==> src/hdl/mtf_pkg.sv <==
// Constants and types for the MODBUS TCP server frame engine.
// Assumes one 40 MHz clock and a byte stream with valid/ready on each side.
//
// What this block does
// - Transmit only as a reply to a received query; never originate.
// - Answer every good query whatever its unit id; unit 00 is not treated as broadcast.
// - Frame is 7-byte header: transaction, protocol, length, unit; then PDU.
// - Transaction identifier copied unchanged into the response.
// - Protocol identifier must be zero; received value is echoed back.
// - Length counts unit id, function code and data; recomputed per response.
// - Unit identifier returned exactly as received.
// - Multi-byte fields are sent most significant byte first.
// - Exception reply is function code plus 80 hex, then one code byte.
// - PDU never longer than 253 bytes either way.
// - Whole frame never longer than 260 bytes.
// - Requests are accepted on TCP port 502.
// - Variable-length PDUs carry a byte count so the end is known.
// - Fixed-length PDUs end is known from the function code alone.
// - No serial address byte and no CRC travel in the frame.
// - Function code zero invalid; 128 to 255 never valid as requests.
package mtf_pkg;

  localparam int unsigned HDR_BYTES = 7;
  localparam int unsigned PDU_MAX = 253;
  localparam int unsigned ADU_MAX = 260;
  localparam logic [15:0] TCP_PORT = 16'h01F6;
  localparam logic [15:0] PROTO_MODBUS = 16'h0000;
  localparam logic [7:0] EXC_FLAG = 8'h80;
  localparam logic [7:0] EXC_ILLEGAL_FUNC = 8'h01;
  localparam logic [7:0] UNIT_BROADCAST = 8'h00;
  localparam logic [7:0] UNIT_DIRECT = 8'hFF;
  localparam logic [2:0] IDX_TID_HI = 3'h0;
  localparam logic [2:0] IDX_TID_LO = 3'h1;
  localparam logic [2:0] IDX_PID_HI = 3'h2;
  localparam logic [2:0] IDX_PID_LO = 3'h3;
  localparam logic [2:0] IDX_LEN_HI = 3'h4;
  localparam logic [2:0] IDX_LEN_LO = 3'h5;
  localparam logic [2:0] IDX_UNIT = 3'h6;
  localparam logic [7:0] FC_MIN = 8'h01;
  localparam logic [7:0] FC_RESERVED = 8'h80;

  typedef enum logic [2:0] {
    MTF_IDLE = 3'b000,
    MTF_RX = 3'b001,
    MTF_WAIT = 3'b010,
    MTF_TX_HDR = 3'b011,
    MTF_TX_PDU = 3'b100,
    MTF_DROP = 3'b101
  } mtf_state_type;

endpackage

==> src/hdl/mtf_be_field.sv <==
// Big-endian 16-bit field serialiser: picks high or low byte.
// Assumes the caller holds the field stable while it is being sent.
`timescale 1ns/1ps
`default_nettype none
module mtf_be_field (
  // Field and byte select
  input wire logic [15:0] field,
  input wire logic lo_sel,
  // Selected byte
  output logic [7:0] byte_out
);
  // High byte goes first on the wire
  assign byte_out = lo_sel ? field[7:0] : field[15:8];
endmodule
`default_nettype wire

==> src/hdl/mtf_framer.sv <==
// MODBUS TCP server frame engine: parses request frames, emits responses.
// Assumes a TCP stack delivers payload bytes of one connection per port.
`timescale 1ns/1ps
`default_nettype none
module mtf_framer (
  // Clock and reset
  input wire logic clk_sys,
  input wire logic srst,
  // Request byte stream from TCP stack
  input wire logic [15:0] rx_port,
  input wire logic [7:0] rx_data,
  input wire logic rx_valid,
  input wire logic rx_last,
  output logic rx_ready,
  // Parsed request toward function handler
  output logic [7:0] req_fc,
  output logic [7:0] req_data,
  output logic req_data_valid,
  output logic req_done,
  // Response PDU data from function handler
  input wire logic rsp_start,
  input wire logic rsp_exception,
  input wire logic [7:0] rsp_exc_code,
  input wire logic [7:0] rsp_pdu_len,
  input wire logic [7:0] rsp_data,
  input wire logic rsp_data_valid,
  output logic rsp_data_ready,
  // Response byte stream to TCP stack
  output logic [7:0] tx_data,
  output logic tx_valid,
  output logic tx_last,
  input wire logic tx_ready,
  // Status
  output logic frame_dropped
);

  ////////////////////////////////////////////////////////////////////////////
  // State

  typedef struct packed {
    mtf_pkg::mtf_state_type st;
    logic [8:0] cnt;
    logic [15:0] tid;
    logic [15:0] pid;
    logic [15:0] len;
    logic [7:0] unit;
    logic [7:0] fc;
    logic [7:0] plen;
    logic exc;
    logic [7:0] exc_code;
    logic bad;
    logic rx_ready;
    logic [7:0] req_fc;
    logic [7:0] req_data;
    logic req_data_valid;
    logic req_done;
    logic rsp_data_ready;
    logic [7:0] tx_data;
    logic tx_valid;
    logic tx_last;
    logic frame_dropped;
  } mtf_regs_type;

  mtf_regs_type q_r;
  mtf_regs_type q_nxt;

  ////////////////////////////////////////////////////////////////////////////
  // Header field serialisation

  logic [15:0] hdr_field;
  logic [15:0] rsp_len;
  logic [7:0] hdr_byte;
  logic [8:0] rx_total;

  // Response length: unit id, fc and data bytes
  assign rsp_len = q_r.exc ? 16'h0003 : (16'h0002 + {8'h00, q_r.plen});
  assign rx_total = q_r.cnt + 9'h001;

  always_comb begin
    case (q_r.cnt[2:1])
      2'h0: hdr_field = q_r.tid;
      2'h1: hdr_field = q_r.pid;
      default: hdr_field = rsp_len;
    endcase
  end

  mtf_be_field u_field (
    .field(hdr_field),
    .lo_sel(q_r.cnt[0]),
    .byte_out(hdr_byte)
  );

  ////////////////////////////////////////////////////////////////////////////
  // Next state

  always_comb begin
    q_nxt = q_r;
    q_nxt.req_data_valid = 1'b0;
    q_nxt.req_done = 1'b0;
    q_nxt.frame_dropped = 1'b0;
    q_nxt.rsp_data_ready = 1'b0;
    case (q_r.st)
      mtf_pkg::MTF_IDLE: begin
        q_nxt.rx_ready = 1'b1;
        q_nxt.tx_valid = 1'b0;
        q_nxt.tx_last = 1'b0;
        q_nxt.cnt = 9'h000;
        q_nxt.bad = 1'b0;
        // Ready and receive state move together so no offered byte is lost
        q_nxt.st = mtf_pkg::MTF_RX;
      end
      mtf_pkg::MTF_RX: begin
        if (rx_valid && q_r.rx_ready) begin
          q_nxt.cnt = rx_total;
          // Only port 502 traffic is served
          if (rx_port != mtf_pkg::TCP_PORT) begin
            q_nxt.bad = 1'b1;
          end
          // Header fields arrive high byte first
          case (q_r.cnt)
            {6'h00, mtf_pkg::IDX_TID_HI}: q_nxt.tid[15:8] = rx_data;
            {6'h00, mtf_pkg::IDX_TID_LO}: q_nxt.tid[7:0] = rx_data;
            {6'h00, mtf_pkg::IDX_PID_HI}: q_nxt.pid[15:8] = rx_data;
            {6'h00, mtf_pkg::IDX_PID_LO}: q_nxt.pid[7:0] = rx_data;
            {6'h00, mtf_pkg::IDX_LEN_HI}: q_nxt.len[15:8] = rx_data;
            {6'h00, mtf_pkg::IDX_LEN_LO}: q_nxt.len[7:0] = rx_data;
            {6'h00, mtf_pkg::IDX_UNIT}: q_nxt.unit = rx_data;
            9'h007: begin
              q_nxt.fc = rx_data;
              q_nxt.req_fc = rx_data;
            end
            default: begin
              // PDU data handed on; handler finds the end by code or count
              q_nxt.req_data = rx_data;
              q_nxt.req_data_valid = 1'b1;
            end
          endcase
          // Oversize frames are refused
          if (rx_total > 9'(mtf_pkg::ADU_MAX)) begin
            q_nxt.bad = 1'b1;
          end
          if (rx_last) begin
            q_nxt.rx_ready = 1'b0;
            // Bad protocol id or length mismatch: silent discard
            if (q_nxt.bad || q_nxt.pid != mtf_pkg::PROTO_MODBUS ||
                rx_total < 9'h008 ||
                q_nxt.len != 16'(rx_total - 9'(mtf_pkg::HDR_BYTES - 1)) ||
                rx_total - 9'(mtf_pkg::HDR_BYTES) > 9'(mtf_pkg::PDU_MAX)) begin
              q_nxt.st = mtf_pkg::MTF_DROP;
            end else if (q_nxt.fc < mtf_pkg::FC_MIN ||
                         q_nxt.fc >= mtf_pkg::FC_RESERVED) begin
              // Invalid code answered locally as exception
              q_nxt.exc = 1'b1;
              q_nxt.exc_code = mtf_pkg::EXC_ILLEGAL_FUNC;
              q_nxt.cnt = 9'h000;
              q_nxt.st = mtf_pkg::MTF_TX_HDR;
            end else begin
              // Unit 00 is direct over TCP, so every good query is answered
              q_nxt.req_done = 1'b1;
              q_nxt.st = mtf_pkg::MTF_WAIT;
            end
          end
        end
      end
      mtf_pkg::MTF_WAIT: begin
        // Reply only once the handler answers this query
        if (rsp_start) begin
          q_nxt.exc = rsp_exception;
          q_nxt.exc_code = rsp_exc_code;
          // Fc is one of the PDU bytes, so data stops one short of the limit
          q_nxt.plen = (rsp_pdu_len > 8'(mtf_pkg::PDU_MAX - 1)) ?
                       8'(mtf_pkg::PDU_MAX - 1) : rsp_pdu_len;
          q_nxt.cnt = 9'h000;
          q_nxt.st = mtf_pkg::MTF_TX_HDR;
        end
      end
      mtf_pkg::MTF_TX_HDR: begin
        if (!q_r.tx_valid || tx_ready) begin
          q_nxt.tx_valid = 1'b1;
          q_nxt.tx_last = 1'b0;
          // No serial address or CRC: header then PDU only
          if (q_r.cnt[2:0] == mtf_pkg::IDX_UNIT) begin
            q_nxt.tx_data = q_r.unit;
            q_nxt.cnt = 9'h000;
            q_nxt.st = mtf_pkg::MTF_TX_PDU;
          end else begin
            q_nxt.tx_data = hdr_byte;
            q_nxt.cnt = q_r.cnt + 9'h001;
          end
        end
      end
      mtf_pkg::MTF_TX_PDU: begin
        if (q_r.tx_valid && tx_ready && q_r.tx_last) begin
          q_nxt.tx_valid = 1'b0;
          q_nxt.tx_last = 1'b0;
          q_nxt.exc = 1'b0;
          q_nxt.st = mtf_pkg::MTF_IDLE;
        end else if (!q_r.tx_valid || tx_ready) begin
          if (q_r.cnt == 9'h000) begin
            q_nxt.tx_valid = 1'b1;
            q_nxt.tx_data = q_r.exc ? (q_r.fc | mtf_pkg::EXC_FLAG) : q_r.fc;
            q_nxt.tx_last = !q_r.exc && q_r.plen == 8'h00;
            q_nxt.cnt = 9'h001;
          end else if (q_r.exc) begin
            q_nxt.tx_valid = 1'b1;
            q_nxt.tx_data = q_r.exc_code;
            q_nxt.tx_last = 1'b1;
          end else if (rsp_data_valid && q_r.rsp_data_ready) begin
            q_nxt.tx_valid = 1'b1;
            q_nxt.tx_data = rsp_data;
            q_nxt.tx_last = q_r.cnt == {1'b0, q_r.plen};
            q_nxt.cnt = q_r.cnt + 9'h001;
          end else begin
            q_nxt.tx_valid = 1'b0;
            q_nxt.rsp_data_ready = 1'b1;
          end
        end
      end
      mtf_pkg::MTF_DROP: begin
        q_nxt.frame_dropped = 1'b1;
        q_nxt.st = mtf_pkg::MTF_IDLE;
      end
      default: begin
        q_nxt.st = mtf_pkg::MTF_IDLE;
      end
    endcase
  end

  ////////////////////////////////////////////////////////////////////////////
  // Registers

  always_ff @(posedge clk_sys) begin
    if (srst) begin
      q_r <= '0;
    end else begin
      q_r <= q_nxt;
    end
  end

  assign rx_ready = q_r.rx_ready;
  assign req_fc = q_r.req_fc;
  assign req_data = q_r.req_data;
  assign req_data_valid = q_r.req_data_valid;
  assign req_done = q_r.req_done;
  assign rsp_data_ready = q_r.rsp_data_ready;
  assign tx_data = q_r.tx_data;
  assign tx_valid = q_r.tx_valid;
  assign tx_last = q_r.tx_last;
  assign frame_dropped = q_r.frame_dropped;

endmodule
`default_nettype wire

==> config.mk <==
export PLATFORM = sky130hd
export DESIGN_NAME = mtf_framer
export DESIGN_NICKNAME = d
export VERILOG_FILES = /design/src/hdl/mtf_pkg.sv /design/src/hdl/mtf_be_field.sv /design/src/hdl/mtf_framer.sv
export SDC_FILE = /design/constraint.sdc
export NUM_CORES = 1
export LEC_CHECK = 0
export BUFFER_PORTS_ARGS = -buffer_cell sky130_fd_sc_hd__buf_2
export CAP_MARGIN = 10
export CORE_MARGIN = 5
export CORE_UTILIZATION = 35
export CTS_CLUSTER_DIAMETER = 100
export DETAILED_ROUTE_END_ITERATION = 10
export SETUP_SLACK_MARGIN = 0.4
export SYNTH_ARGS = -nofsm -noshare
export SYNTH_HDL_FRONTEND = slang
export SYNTH_SLANG_ARGS = --single-unit
==> constraint.sdc <==
create_clock -name clk_sys -period 6 [get_ports clk_sys]
set_input_delay 0.3 -clock clk_sys [delete_from_list [all_inputs] [get_ports clk_sys]]
set_output_delay 0.3 -clock clk_sys [all_outputs]
set_load 0.005 [all_outputs]
==> run_results.csv <==
group,metric,value,unit
timing,slew_headroom,26.2,%
cts,root_buffer,"clkbuf_16",
drt,wirelength,22.3,mm
timing,tns,0,ns
min_path,hold_class,"in -> reg",
synth,synth-seq-cells,125,
setup_path,crit_chain,"ha_1 > nor2b_1 > or2_2 > ha_1 > a21oi_1 > xnor2_1 > a2111oi_0 > o2111ai_1 > nand4_2 > nor3_2 > a211oi_4 > a22o_1",
synth,synth_warnings,0,
timing,rsz0062_at_grt,"false",
synth,synth-edff-count,0,
pwr,vdd_drop_max,0.212,mV
grt,grt_start_max_net_pins,95,
setup_path,endpoint_kind,"flip-flop",
min_path,min_delay_worst_endpoint,"q_r[36]",
pwr,p_clk_share,44.7,%
timing,finClkSkew,0.0187,ns
cts,cts-buffers-inserted,17,
drt,dr.first_iter.drc_count,725,
cts,numClockSinks,125,
die,core-area,20900,µm²
pwr,swShare,32.4,%
setup_path,cp_common_cell,"ha_1",
grt,antenna_found_initial,0,
setup_path,worstPathMaxFanout,21,
cts,cts_resized,0,
drt,via_per_inst,5.56,
synth,yosysTopAreaCell,"dfxtp_1",
drt,vias,6838,
setup_path,cp.required,6.36,ns
synth,yosysTopAreaCellShare,33.9,%
min_path,hold_path_depth,2,
timing,worst_pin_slew,1.10,ns
die,die_area,24100,µm²
placed_design,port_buffers,86,
pwr,power.density,287,nW/µm²
cells_and_area,antenna_cells,0,
grt,grt.met3_usage,2.78,%
synth,seq_area_frac_synth,33.9,%
drt,drcViolationCount,0,
grt,grt_use_met1,25.7,%
cts,cts_hold_buf,0,
pwr,p_seq_share,38.4,%
cells_and_area,syn_to_final_growth,13.3,%
synth,yosys-top-cells-count,"dfxtp_1 (125), nand2_1 (119), a21oi_1 (88)",
job,maxCapViolCount,0,
synth,syn_area_per_cell,8.04,µm²
setup_path,rrSetupSlack,1.89,ns
synth,ys_async_sr_fraction,0,%
min_path,min_from,"rsp_exc_code[4]",
timing,fin_crit,4.11,ns
pwr,power_frac_comb,17.0,%
synth,dominantRegCellSynth,"dfxtp_1",
pwr,power_switching,0.777,mW
synth,synthCells,919,
setup_path,r2r-end,"q_r[33]",
cts,insertion_delay,0.43,ns
setup_path,crit_arrival,4.47,ns
grt,globalRouteMet2Util,28.4,%
timing,fin_crit_sh,68.5,%
pwr,p_leak,3.07,nW
setup_path,worstRegToRegCells,12,
timing,hold_viol_final,0,
grt,grt_first_pass_wirelength,35.4,mm
cts,postCtsSetupRepairBufs,0,
setup_path,reg2reg_from,"q_r[113]",
drt,ant_nets,0,
timing,setup_violations,0,
timing,final_max_slew_viol_count,0,
placed_design,gp_congestion,0.920,
synth,synthMostInstantiatedCell,"dfxtp_1",
synth,ys_top_cells_by_area,"dfxtp_1 (34%), mux2i_1 (7.6%), nand2_1 (6.0%)",
cells_and_area,final_layout_size_suffix_gt1_share,17.6,%
grt,globalRoute.totalOverflow,0,
die,initial_core_util,35.4,%
drt,dr.pass1.iters,5,
die,die_w,155,µm
cts,h-tree-depth,4,
setup_path,worstSetupPathType,"reg -> reg",
cts,cts_tree,"built",
grt,grt_usage,18.2,%
cells_and_area,num-fill-cells,2133,
grt,grt_pass1_vias,6436,
die,chipHeight,155,µm
setup_path,worst_setup_path_start_kind,"flip-flop",
pwr,p_int,1.62,mW
drt,wl_per_cell,18.2,µm
cells_and_area,fin_util,40.1,%
run_status,status,"complete, no violations",
cts,clk_pin_slew,0.06,ns
synth,synth_nets,982,
grt,busiest_layer,"met2",
placed_design,dpl.hpwl,15.8,mm
setup_path,cp_slowest_stage_delay,0.80,ns
die,ios,87,
timing,clock.fmax,243,MHz
cells_and_area,fin_nets,1004,
synth,syn-cell-area,7390,µm²
synth,synth.distinct_cells,79,
die,row_count,53,
cts,clockBufferDepth,2,
setup_path,crit_slowest_cell,"dfxtp_1",
==> sequential cells by signal (all words and copies together) (netlist names) <==
register	cells
tx_last	1
rsp_data_ready	1
req_data_valid	1
req_data	8
req_fc	8
q_r	94
tx_data	8
tx_valid	1
req_done	1
rx_ready	1
frame_dropped	1
==> cells by family after synthesis <==
family | Yosys count | synth area share (%)
flops | 125 | 33.9
buf+inv | 102 | 7.08
xor+xnor | 31 | 3.86
compound gates | 233 | 20.8
mux | 63 | 8.66
fa+ha+maj | 7 | 1.19
simple gates | 358 | 24.5
==> worst max-delay path by stage <==
stage | to | startpoint | depth (start not counted)
detailed placement | q_r[38] | q_r[113] | 12
global route | q_r[34] | q_r[113] | 12
global placement | q_r[114] | q_r[113] | 11
finish | q_r[33] | q_r[113] | 12
CTS | q_r[33] | q_r[113] | 12
floorplan | q_r[118] | q_r[114] | 14
==> critical path, delay by kind of cell (launching register included) <==
family / cells / cell delay, ns
xor+xnor: 1 / 0.13
fa+ha+maj: 2 / 0.81
compound gates: 5 / 1.53
simple gates: 4 / 0.78
flops: 1 / 0.80
==> cell usage in the layout (no fill, tap or decap), types with 11 or more instances in the layout <==
cell type    n
buf_2       85
clkbuf_16   17
nand4_1     13
nor2_1      85
a21oi_1     88
a211oi_1    22
nor2b_1     11
nor4_1      12
mux2i_1     56
xor2_1      11
nor3_1      18
nand2_1    119
xnor2_1     19
o21ai_0     28
dfxtp_1    125
nand3_1     37
==> layout make-up <==
class	count	area (µm²)	area share, %
Sequential cell	125	2500	29.9
Tap cell	275	344	4.11
Clock inverter	15	196	2.35
Multi-Input combinational cell	692	4360	52.1
Inverter	10	37.5	0.449
Timing Repair Buffer	95	500	5.98
Clock buffer	17	425	5.08
==> power groups by stage <==
| stage | Clock, mW | Sequential [mW] | Combinational (mW) |
|---|---|---|---|
| finish | 1.07 | 0.920 | 0.407 |
| global route | 1.12 | 0.927 | 0.448 |
| CTS | 1.09 | 0.920 | 0.405 |
| detailed placement | 0 | 0.938 | 0.403 |
| global placement | 0 | 0.938 | 0.403 |
| floorplan | 0 | 0.901 | 0.321 |
==> metal layers <==
layer  vias to the layer above  routed length [µm]
met1                      3208               10400
met5                         -                   0
li1                       3347                   -
met4                         0                 464
met3                        36                1250
met2                       247               10300
==> stage by stage <==
| step | instance area [µm²] | setup slack, ns | hold slack [ns] | instances | total power [mW] |
|---|---|---|---|---|---|
| global route | 8370 | 1.74 | 0.0808 | 1229 | 2.50 |
| floorplan | 7390 | 2.37 | 0.426 | 919 | 1.22 |
| CTS | 8370 | 2.02 | 0.0721 | 1229 | 2.41 |
| detailed placement | 7740 | 2.06 | 0.446 | 1197 | 1.34 |
| global placement | 7740 | 2.09 | 0.443 | 1197 | 1.34 |
| finish | 8370 | 1.89 | 0.0914 | 1229 | 2.40 |
(Power assumes the default switching activity.)
